`src/mid_pkg.sv`:
```
/*
 package for the extended move instruction decoder: escape prefix,
 opcode and form nibbles, state counts and the decoded command layout.
 assumes the core fetch path hands over one instruction byte at a time.
*/
`default_nettype none
package mid_pkg;
	// escape prefix that opens an extended opcode in binary mode
	localparam logic [7:0] ESC_PREFIX  = 8'ha5;
	// extended move opcode bytes
	localparam logic [7:0] OPC_LOAD    = 8'h7e;
	localparam logic [7:0] OPC_STORE   = 8'h7a;
	localparam logic [7:0] OPC_B_WDISP = 8'h09;
	localparam logic [7:0] OPC_W_WDISP = 8'h49;
	localparam logic [7:0] OPC_B_DDISP = 8'h29;
	localparam logic [7:0] OPC_W_DDISP = 8'h69;
	// low nibble of the field byte that picks the form
	localparam logic [3:0] NIB_B_DIRECT_ADDRESS_8  = 4'h1;
	localparam logic [3:0] NIB_W_DIRECT_ADDRESS_8  = 4'h5;
	localparam logic [3:0] NIB_D_DIRECT_ADDRESS_8  = 4'hd;
	localparam logic [3:0] NIB_B_DIRECT_ADDRESS_16 = 4'h3;
	localparam logic [3:0] NIB_W_DIRECT_ADDRESS_16 = 4'h7;
	localparam logic [3:0] NIB_D_DIRECT_ADDRESS_16 = 4'hf;
	localparam logic [3:0] NIB_B_ATD   = 4'hb;
	localparam logic [3:0] NIB_ZERO    = 4'h0;
	// binary mode state counts per form
	localparam logic [3:0] ST_B_DIRECT_ADDRESS_8   = 4'h3;
	localparam logic [3:0] ST_W_DIRECT_ADDRESS_8   = 4'h4;
	localparam logic [3:0] ST_D_DIRECT_ADDRESS_8   = 4'h6;
	localparam logic [3:0] ST_B_DIRECT_ADDRESS_16  = 4'h3;
	localparam logic [3:0] ST_W_DIRECT_ADDRESS_16  = 4'h4;
	localparam logic [3:0] ST_D_DIRECT_ADDRESS_16  = 4'h6;
	localparam logic [3:0] ST_B_ATD    = 4'h4;
	localparam logic [3:0] ST_SB_DIRECT_ADDRESS_16 = 4'h4;
	localparam logic [3:0] ST_SW_DIRECT_ADDRESS_16 = 4'h5;
	localparam logic [3:0] ST_SD_DIRECT_ADDRESS_16 = 4'h7;
	localparam logic [3:0] ST_B_WDISP  = 4'h6;
	localparam logic [3:0] ST_W_WDISP  = 4'h7;
	localparam logic [3:0] ST_B_DDISP  = 4'h7;
	localparam logic [3:0] ST_W_DDISP  = 4'h8;
	// source mode drops the prefix state; port access by OP_LD_B_DIRECT_ADDRESS_8 adds one
	localparam logic [3:0] SRC_SAVING  = 4'h1;
	localparam logic [3:0] PORT_EXTRA  = 4'h1;
	localparam logic [3:0] CNT_LAST    = 4'h1;
	// operand byte counts after the field byte
	localparam logic [1:0] LEN_ONE     = 2'h1;
	localparam logic [1:0] LEN_TWO     = 2'h2;
	// direct addresses of the four io port registers (plain defaults)
	localparam int         PORT_COUNT  = 4;
	localparam logic [7:0] PORT_ADDR [PORT_COUNT] = '{8'h80, 8'h90, 8'ha0, 8'hb0};

	// decoded operation
	typedef enum logic [3:0] {
		OP_NONE, OP_LD_B_DIRECT_ADDRESS_8, OP_LD_W_DIRECT_ADDRESS_8, OP_LD_D_DIRECT_ADDRESS_8,
		OP_LD_B_DIRECT_ADDRESS_16, OP_LD_W_DIRECT_ADDRESS_16, OP_LD_D_DIRECT_ADDRESS_16, OP_LD_B_ATD,
		OP_ST_B_DIRECT_ADDRESS_16, OP_ST_W_DIRECT_ADDRESS_16, OP_ST_D_DIRECT_ADDRESS_16,
		OP_LD_B_WDISP, OP_LD_W_WDISP, OP_LD_B_DDISP, OP_LD_W_DDISP
	} mid_op_t;

	// operand width
	typedef enum logic [1:0] {SZ_BYTE, SZ_WORD, SZ_DWORD} mid_size_t;

	// result of classifying opcode plus field byte
	typedef struct packed {
		mid_op_t   op;       // operation
		mid_size_t size;     // operand width
		logic      store;    // register to memory
		logic      has_ptr;  // field names a pointer: low nibble, or high nibble with reg_late
		logic      reg_late; // register nibble comes in the third byte
		logic [1:0] nbytes;  // operand bytes still to fetch
		logic [3:0] states;  // binary mode state count
	} mid_form_t;

	// command handed to the core execute path
	typedef struct packed {
		mid_op_t    op;      // operation
		mid_size_t  size;    // operand width
		logic       store;   // register to memory
		logic [3:0] reg_sel; // data register number
		logic [3:0] ptr_sel; // pointer register number
		logic [23:0] addr;   // direct address or displacement
		logic [3:0] states;  // execute states
	} mid_cmd_t;
endpackage
`default_nettype wire

```
`src/mid_form_decode.sv`:
```
/*
 combinational classifier: opcode byte plus field byte to form.
 assumes both bytes are stable while the caller samples the result.
*/
`timescale 1ns/1ps
`default_nettype none
module mid_form_decode
(
	input  wire logic [7:0]       opcode, // extended opcode
	input  wire logic [7:0]       field,  // second byte
	output var  mid_pkg::mid_form_t form  // classification
);
	////////////////////////////////////////////////////////////////////
	// form table
	always_comb
	begin
		form = '{op: mid_pkg::OP_NONE, size: mid_pkg::SZ_BYTE, store: 1'b0,
			has_ptr: 1'b0, reg_late: 1'b0, nbytes: mid_pkg::LEN_TWO, states: '0};
		unique case (opcode)
			mid_pkg::OPC_LOAD:
			begin
				// register nibble high (pointer nibble for NIB_B_ATD), form nibble low
				unique case (field[3:0])
					mid_pkg::NIB_B_DIRECT_ADDRESS_8:
						form = '{mid_pkg::OP_LD_B_DIRECT_ADDRESS_8, mid_pkg::SZ_BYTE, 1'b0, 1'b0, 1'b0,
							mid_pkg::LEN_ONE, mid_pkg::ST_B_DIRECT_ADDRESS_8};
					mid_pkg::NIB_W_DIRECT_ADDRESS_8:
						form = '{mid_pkg::OP_LD_W_DIRECT_ADDRESS_8, mid_pkg::SZ_WORD, 1'b0, 1'b0, 1'b0,
							mid_pkg::LEN_ONE, mid_pkg::ST_W_DIRECT_ADDRESS_8};
					mid_pkg::NIB_D_DIRECT_ADDRESS_8:
						form = '{mid_pkg::OP_LD_D_DIRECT_ADDRESS_8, mid_pkg::SZ_DWORD, 1'b0, 1'b0, 1'b0,
							mid_pkg::LEN_ONE, mid_pkg::ST_D_DIRECT_ADDRESS_8};
					mid_pkg::NIB_B_DIRECT_ADDRESS_16:
						form = '{mid_pkg::OP_LD_B_DIRECT_ADDRESS_16, mid_pkg::SZ_BYTE, 1'b0, 1'b0, 1'b0,
							mid_pkg::LEN_TWO, mid_pkg::ST_B_DIRECT_ADDRESS_16};
					mid_pkg::NIB_W_DIRECT_ADDRESS_16:
						form = '{mid_pkg::OP_LD_W_DIRECT_ADDRESS_16, mid_pkg::SZ_WORD, 1'b0, 1'b0, 1'b0,
							mid_pkg::LEN_TWO, mid_pkg::ST_W_DIRECT_ADDRESS_16};
					mid_pkg::NIB_D_DIRECT_ADDRESS_16:
						form = '{mid_pkg::OP_LD_D_DIRECT_ADDRESS_16, mid_pkg::SZ_DWORD, 1'b0, 1'b0, 1'b0,
							mid_pkg::LEN_TWO, mid_pkg::ST_D_DIRECT_ADDRESS_16};
					mid_pkg::NIB_B_ATD:
						form = '{mid_pkg::OP_LD_B_ATD, mid_pkg::SZ_BYTE, 1'b0, 1'b1, 1'b1,
							mid_pkg::LEN_ONE, mid_pkg::ST_B_ATD};
					default: ;
				endcase
			end
			mid_pkg::OPC_STORE:
			begin
				unique case (field[3:0])
					mid_pkg::NIB_B_DIRECT_ADDRESS_16:
						form = '{mid_pkg::OP_ST_B_DIRECT_ADDRESS_16, mid_pkg::SZ_BYTE, 1'b1, 1'b0, 1'b0,
							mid_pkg::LEN_TWO, mid_pkg::ST_SB_DIRECT_ADDRESS_16};
					mid_pkg::NIB_W_DIRECT_ADDRESS_16:
						form = '{mid_pkg::OP_ST_W_DIRECT_ADDRESS_16, mid_pkg::SZ_WORD, 1'b1, 1'b0, 1'b0,
							mid_pkg::LEN_TWO, mid_pkg::ST_SW_DIRECT_ADDRESS_16};
					mid_pkg::NIB_D_DIRECT_ADDRESS_16:
						form = '{mid_pkg::OP_ST_D_DIRECT_ADDRESS_16, mid_pkg::SZ_DWORD, 1'b1, 1'b0, 1'b0,
							mid_pkg::LEN_TWO, mid_pkg::ST_SD_DIRECT_ADDRESS_16};
					default: ;
				endcase
			end
			// displacement forms: data register high, pointer low
			mid_pkg::OPC_B_WDISP:
				form = '{mid_pkg::OP_LD_B_WDISP, mid_pkg::SZ_BYTE, 1'b0, 1'b1, 1'b0,
					mid_pkg::LEN_TWO, mid_pkg::ST_B_WDISP};
			mid_pkg::OPC_W_WDISP:
				form = '{mid_pkg::OP_LD_W_WDISP, mid_pkg::SZ_WORD, 1'b0, 1'b1, 1'b0,
					mid_pkg::LEN_TWO, mid_pkg::ST_W_WDISP};
			mid_pkg::OPC_B_DDISP:
				form = '{mid_pkg::OP_LD_B_DDISP, mid_pkg::SZ_BYTE, 1'b0, 1'b1, 1'b0,
					mid_pkg::LEN_TWO, mid_pkg::ST_B_DDISP};
			mid_pkg::OPC_W_DDISP:
				form = '{mid_pkg::OP_LD_W_DDISP, mid_pkg::SZ_WORD, 1'b0, 1'b1, 1'b0,
					mid_pkg::LEN_TWO, mid_pkg::ST_W_DDISP};
			default: ;
		endcase
	end
endmodule // mid_form_decode
`default_nettype wire

```
`src/mid_move_decoder.sv`:
```
/*
 extended move instruction decoder: takes instruction bytes, strips the
 escape prefix in binary mode, collects fields and operands, holds for the
 execute states and then issues one decoded command.
 assumes fetch bytes and the mode input come from logic on ref_clk.
*/
`timescale 1ns/1ps
`default_nettype none
module mid_move_decoder
(
	input  wire logic               ref_clk,     // core clock, 10 MHz
	input  wire logic               rst_b,       // async reset, active low
	input  wire logic               src_mode,    // 1 = source mode
	input  wire logic               fetch_valid, // byte offered
	input  wire logic [7:0]         fetch_byte,  // instruction byte
	output logic                    fetch_ready, // byte accepted when high
	output logic                    busy,        // instruction in progress
	output logic                    cmd_valid,   // one-cycle command pulse
	output var mid_pkg::mid_cmd_t   cmd,         // decoded command
	output logic                    not_ours     // one-cycle reject pulse
);
	////////////////////////////////////////////////////////////////////
	// reset release
	logic rst_q1;  // first release stage
	logic rst_n;   // synchronised reset, active low

	// release through two stages, assert at once
	always_ff @(posedge ref_clk or negedge rst_b)
	begin
		if (!rst_b)
		begin
			rst_q1 <= 1'b0;
			rst_n  <= 1'b0;
		end
		else
		begin
			rst_q1 <= 1'b1;
			rst_n  <= rst_q1;
		end
	end

	////////////////////////////////////////////////////////////////////
	// decode helpers
	typedef enum logic [2:0] {
		ST_IDLE  = 3'b000, // wait for prefix or opcode
		ST_OPC   = 3'b001, // prefix seen, wait for opcode
		ST_FIELD = 3'b011, // wait for register/form byte
		ST_OPND  = 3'b010, // collect operand bytes
		ST_EXEC  = 3'b110  // count execute states
	} mid_state_t;

	// true for an io port register address
	function automatic logic is_port(input logic [7:0] a);
		is_port = 1'b0;
		for (int i = 0; i < mid_pkg::PORT_COUNT; i++)
			if (a == mid_pkg::PORT_ADDR[i])
				is_port = 1'b1;
	endfunction

	// true for an extended move opcode
	function automatic logic is_ext(input logic [7:0] b);
		is_ext = (b == mid_pkg::OPC_LOAD) || (b == mid_pkg::OPC_STORE) ||
			(b == mid_pkg::OPC_B_WDISP) || (b == mid_pkg::OPC_W_WDISP) ||
			(b == mid_pkg::OPC_B_DDISP) || (b == mid_pkg::OPC_W_DDISP);
	endfunction

	mid_state_t         state, next_state;       // sequencer
	logic [7:0]         opc, next_opc;           // latched opcode
	logic               mode_q, next_mode;       // mode for this instruction
	logic [1:0]         left, next_left;         // operand bytes to go
	logic [3:0]         cnt, next_cnt;           // execute states to go
	logic               late, next_late;         // register in third byte
	mid_pkg::mid_cmd_t  next_cmd;                // command under build
	logic               next_valid, next_rej;    // output pulses
	logic               next_ready, next_busy;   // output levels
	mid_pkg::mid_form_t form;                    // classifier result
	logic               take;                    // byte handshake

	assign take = fetch_valid && fetch_ready;

	// classify opcode with the byte on the fetch port
	mid_form_decode u_form
	(
		.opcode (opc),
		.field  (fetch_byte),
		.form   (form)
	);

	////////////////////////////////////////////////////////////////////
	// sequencer next state
	always_comb
	begin
		next_state = state;
		next_opc   = opc;
		next_mode  = mode_q;
		next_left  = left;
		next_cnt   = cnt;
		next_late  = late;
		next_cmd   = cmd;
		next_valid = 1'b0;
		next_rej   = 1'b0;
		unique case (state)
			ST_IDLE:
			if (take)
			begin
				next_mode = src_mode;
				if (src_mode)
				begin
					// opcode stands first, no prefix
					if (is_ext(fetch_byte))
					begin
						next_opc   = fetch_byte;
						next_state = ST_FIELD;
					end
					else
						next_rej = 1'b1;
				end
				else if (fetch_byte == mid_pkg::ESC_PREFIX)
					next_state = ST_OPC;
				else
					next_rej = 1'b1;
			end
			ST_OPC:
			if (take)
			begin
				// opcode after the prefix
				if (is_ext(fetch_byte))
				begin
					next_opc   = fetch_byte;
					next_state = ST_FIELD;
				end
				else
				begin
					next_rej   = 1'b1;
					next_state = ST_IDLE;
				end
			end
			ST_FIELD:
			if (take)
			begin
				if (form.op == mid_pkg::OP_NONE)
				begin
					// unknown form nibble
					next_rej   = 1'b1;
					next_state = ST_IDLE;
				end
				else
				begin
					// register nibbles: data high and pointer low, or pointer high and data late
					next_cmd.op      = form.op;
					next_cmd.size    = form.size;
					next_cmd.store   = form.store;
					next_cmd.reg_sel = form.reg_late ? '0 : fetch_byte[7:4];
					next_cmd.ptr_sel = form.reg_late ? fetch_byte[7:4] :
						(form.has_ptr ? fetch_byte[3:0] : '0);
					next_cmd.addr    = '0;
					next_cmd.states  = form.states -
						(mode_q ? mid_pkg::SRC_SAVING : '0);
					next_left  = form.nbytes;
					next_late  = form.reg_late;
					next_state = ST_OPND;
				end
			end
			ST_OPND:
			if (take)
			begin
				next_left = left - 2'h1;
				if (late && (fetch_byte[3:0] != mid_pkg::NIB_ZERO))
				begin
					// third byte of the pointer form must end in zero
					next_rej   = 1'b1;
					next_state = ST_IDLE;
				end
				else
				begin
					if (late)
						next_cmd.reg_sel = fetch_byte[7:4];
					else
						next_cmd.addr = {cmd.addr[15:0], fetch_byte};
					if (left == mid_pkg::LEN_ONE)
					begin
						// last operand byte: load the state count
						next_cnt = cmd.states;
						if ((cmd.op == mid_pkg::OP_LD_B_DIRECT_ADDRESS_8) && is_port(fetch_byte))
						begin
							// port access: the reported count carries the extra state too
							next_cnt        = cmd.states + mid_pkg::PORT_EXTRA;
							next_cmd.states = cmd.states + mid_pkg::PORT_EXTRA;
						end
						next_state = ST_EXEC;
					end
				end
			end
			ST_EXEC:
			begin
				// one cycle per execute state
				next_cnt = cnt - 4'h1;
				if (cnt == mid_pkg::CNT_LAST)
				begin
					next_valid = 1'b1;
					next_state = ST_IDLE;
				end
			end
			default:
				next_state = ST_IDLE;
		endcase
		next_ready = (next_state != ST_EXEC);
		next_busy  = (next_state != ST_IDLE);
	end

	////////////////////////////////////////////////////////////////////
	// sequencer registers
	always_ff @(posedge ref_clk or negedge rst_n)
	begin
		if (!rst_n)
		begin
			state       <= ST_IDLE;
			opc         <= '0;
			mode_q      <= 1'b0;
			left        <= '0;
			cnt         <= '0;
			late        <= 1'b0;
			cmd         <= '0;
			cmd_valid   <= 1'b0;
			not_ours    <= 1'b0;
			fetch_ready <= 1'b0;
			busy        <= 1'b0;
		end
		else
		begin
			state       <= next_state;
			opc         <= next_opc;
			mode_q      <= next_mode;
			left        <= next_left;
			cnt         <= next_cnt;
			late        <= next_late;
			cmd         <= next_cmd;
			cmd_valid   <= next_valid;
			not_ours    <= next_rej;
			fetch_ready <= next_ready;
			busy        <= next_busy;
		end
	end
endmodule // mid_move_decoder
`default_nettype wire

```
`config.mk`:
```
export PLATFORM = sky130hd
export DESIGN_NAME = mid_move_decoder
export DESIGN_NICKNAME = d
export VERILOG_FILES = /design/src/mid_pkg.sv /design/src/mid_form_decode.sv /design/src/mid_move_decoder.sv
export SDC_FILE = /design/constraint.sdc
export NUM_CORES = 1
export LEC_CHECK = 0
export BUFFER_PORTS_ARGS = -buffer_cell sky130_fd_sc_hd__buf_4
export CORE_ASPECT_RATIO = 1.5
export CORE_MARGIN = 2
export CORE_UTILIZATION = 45
export CTS_BUF_LIST = sky130_fd_sc_hd__clkbuf_4 sky130_fd_sc_hd__clkbuf_8 sky130_fd_sc_hd__clkbuf_16
export CTS_CLUSTER_SIZE = 14
export DETAILED_ROUTE_END_ITERATION = 6
export GPL_TIMING_DRIVEN = 1
export HOLD_SLACK_MARGIN = 0.1
export PLACE_DENSITY = 0.62
export SLEW_MARGIN = 20
export SYNTH_ARGS = -nofsm -noshare
export SYNTH_HDL_FRONTEND = slang
export SYNTH_SLANG_ARGS = --single-unit
export TNS_END_PERCENT = 100
```
`constraint.sdc`:
```
create_clock -name ref_clk -period 6.1 [get_ports ref_clk]
set_input_delay 0.61 -clock ref_clk [delete_from_list [all_inputs] [get_ports ref_clk]]
set_output_delay 0.61 -clock ref_clk [all_outputs]
set_load 0.01 [all_outputs]
```
==> impl_metrics.yaml <==
setup_path:
  critical_path_class: "reg -> reg"
  critPathSlowestCell: "nor4b_1"
  worstRegToRegCells: 10
  path_max_fanout: 15
  crit_path_start_kind: "flop"
  r2r-end: "cmd[3]$_DFFE_PN0P_"
  critPathCaptureType: "flop"
  cp_slowest_stage_delay_ns: 0.64
  critical_path.startpoint: "opc[2]$_DFFE_PN0P_"
  crit_chain: "nor4b_1, nand3b_1, nor2_1, a21oi_1, ha_1, inv_1, a211oi_1, mux2_1, or3_1, a31oi_1"
  cp.arrival_ns: 3.26
  r2r_start: "opc[2]$_DFFE_PN0P_"
  crit_required_ns: 6.35
  reg2reg_setup_slack_ns: 3.10
  worstSetupEndpoint: "cmd[3]$_DFFE_PN0P_"
min_path:
  hold_path_class: "reg -> reg"
sta:
  finalSetupTns_ns: 0
  period_needed_ns: 3.00
  relSlewSlack_pct: 28.9
  worst_clock_skew_ns: 0.00560
  tightest_slew_ns: 1.06
  finalSetupViolCount: 0
  slew_viol_final: 0
  fmax_ghz: 0.333
  period_share_pct: 49.2
  finalHoldViolCount: 0
  grt_setup_unrepaired: "no"
floorplanning:
  dieWidth_um: 76.5
  row_count: 39
  core_mm2: 0.00761
  dieArea_mm2: 0.00862
  dieHeight_um: 113
  start_util_pct: 46.6
  ios: 59
finish:
  fin_nets: 425
  num_antenna_cells: 0
  drive_gt1_share_pct: 24.3
  design_area_mm2: 0.00437
  syn_to_final_growth_pct: 23.2
power:
  powerDensity_mw_per_mm2: 396
  ir_drop_mv: 0.178
  leakage_nw: 1.98
route:
  drt_wl_total_um: 8840
  first_pass_iters: 4
  vias: 2953
  vias_per_cell: 5.75
  wl_per_cell_um: 17.2
  drt_drc_violations_left: 0
  drtIter0Drc: 206
  antenna_left: 0
synthesis:
  synthArstFlopShare_pct: 100
  yosysTopAreaCell: "dfrtp_1"
  yosysWarnings: 0
  synth.most_common_cell: "dfrtp_1"
  synth_commonest_cells: "dfrtp_1 (68), nand2_1 (30), nor2_1 (30)"
  synthSimpleGateAreaFrac_pct: 18.4
  synth.mux.area_fraction_pct: 4.09
  synth_edf_count: 0
  avgSynthCellArea_um2: 10.0
  yosys.area.top_type_share_pct: 48.0
  syn-num-nets: 371
  synth_xor_area_share_pct: 1.98
  yosys_most_used_dff: "dfrtp_1"
  seq_area_frac_synth_pct: 48.0
  syn_inst: 353
  syn-cell-area_mm2: 0.00355
  ys_types: 65
  synth-seq-cells: 68
  synthTopCellsByArea: "dfrtp_1 (48%), a22o_1 (5.9%), mux2_2 (3.5%)"
  synth_fa_ha_area_share_pct: 2.12
  synth_compound_area_share_pct: 21.5
  synth_top_family_by_area: "compound AO/OA/AOI/OAI gates"
cts:
  cts_sinks: 68
  cts_tree: "done"
  clkLatencyLatePin_ns: 0.33
  clock_path_buffers: 2
  path_clk_slew_ns: 0.06
  cts_buffers: 9
  htree_num_levels: 3
  root_buffer: "clkbuf_16"
grt:
  busiest_layer: "met2"
  grt_pass1_wl_um: 15100
  grt_pass1_vias: 2872
  grt_max_degree: 67
  grt_usage_pct: 22.3
  grt_overflow: 0
  grt_use_met2_pct: 36.4
  use_met3_pct: 5.18
  antenna_found_initial: 0
  grtUsageMet1_pct: 27.9
placement:
  placed_area_mm2: 0.00405
  hpwl_um: 6260
  place.gp.congestion: 0.892
  port_buffers: 58
job:
  maxCapViolCount: 0
status:
  status: "finished clean"
where the power goes:
part	internal [mW]	switching (mW)	leakage, nW
logic	0.265	0.268	0.950
registers	0.563	0.101	0.879
clock network	0.339	0.194	0.152
total	1.17	0.562	1.98
sequential cells by signal (all words and copies together), names as in the netlist, 2 cells and up:
register  flops
cmd          43
opc           8
cnt           4
state         3
left          2
logic make-up after synthesis:
group           after synthesis
simple gates                122
compound gates              104
flops                        68
buf+inv                      31
mux                          13
xor+xnor                      8
fa+ha+maj                     6
other cells                   1
layer usage:
metal | wire [µm] | vias to the layer above
met1 | 3700 | 1447
met2 | 4650 | 74
met5 | 0 | -
met3 | 286 | 15
met4 | 204 | 0
li1 | - | 1417
cell type report:
type,count,area (µm²)
clock inverters,5,60.1
well taps,102,128
clock buffers,11,253
flip-flops and latches,68,1700
inverters,13,48.8
repair buffers,61,460
multi-input cells,254,1720
fillers,713,3240
worst max-delay path, delay by kind of cell (launching register included):
kind,cells,cell delay [ns]
and+or+nand+nor,4,1.51
AOI/OAI and AO/OA,3,0.29
adders and majority gates,1,0.22
DFF,1,0.52
muxes,1,0.33
buffers and inverters,1,0.06
cells in the final DEF, fill, tap and decap left out, types with 5 or more instances in the layout:
| cell type | n |
|---|---|
| dfrtp_1 | 67 |
| buf_4 | 60 |
| nand2_1 | 30 |
| nor2_1 | 30 |
| a22o_1 | 24 |
| o21ai_0 | 21 |
| a21oi_1 | 13 |
| inv_1 | 13 |
| mux2_2 | 11 |
| nand3_1 | 10 |
| clkbuf_16 | 9 |
| nor3_1 | 7 |
| o31ai_1 | 6 |
| ha_1 | 6 |
| xnor2_1 | 5 |
| nor3b_1 | 5 |
| a31oi_1 | 5 |
metrics by stage:
| step | setup slack, ns | hold slack (ns) | std cells | power [mW] | utilization [%] |
|---|---|---|---|---|---|
| 3_3_place_gp | 3.21 | 0.342 | 497 | 1.20 | 53.1 |
| 3_5_place_dp | 3.16 | 0.352 | 497 | 1.21 | 53.1 |
| 6_report | 3.10 | 0.360 | 514 | 1.73 | 57.4 |
| 4_1_cts | 3.13 | 0.365 | 514 | 1.75 | 57.4 |
| 5_1_grt | 2.78 | 0.369 | 514 | 1.85 | 57.4 |
| 2_1_floorplan | 3.60 | 0.314 | 353 | 0.994 | - |
worst min-delay path by stage:
stage,end,cells past startpoint,from
6_report,rst_n$_DFF_PN0_,0,rst_q1$_DFF_PN0_
3_3_place_gp,rst_n$_DFF_PN0_,0,rst_q1$_DFF_PN0_
2_1_floorplan,rst_n$_DFF_PN0_,0,rst_b
4_1_cts,rst_n$_DFF_PN0_,0,rst_q1$_DFF_PN0_
5_1_grt,rst_n$_DFF_PN0_,0,rst_q1$_DFF_PN0_
3_5_place_dp,rst_n$_DFF_PN0_,0,rst_q1$_DFF_PN0_
repair_timing:
action,CTS,global route
resized for setup,0,0
hold buffers,1,0
setup buffers,0,0
hold endpoints to repair,2,0
Note: power is estimated with default switching activity, not from simulation.
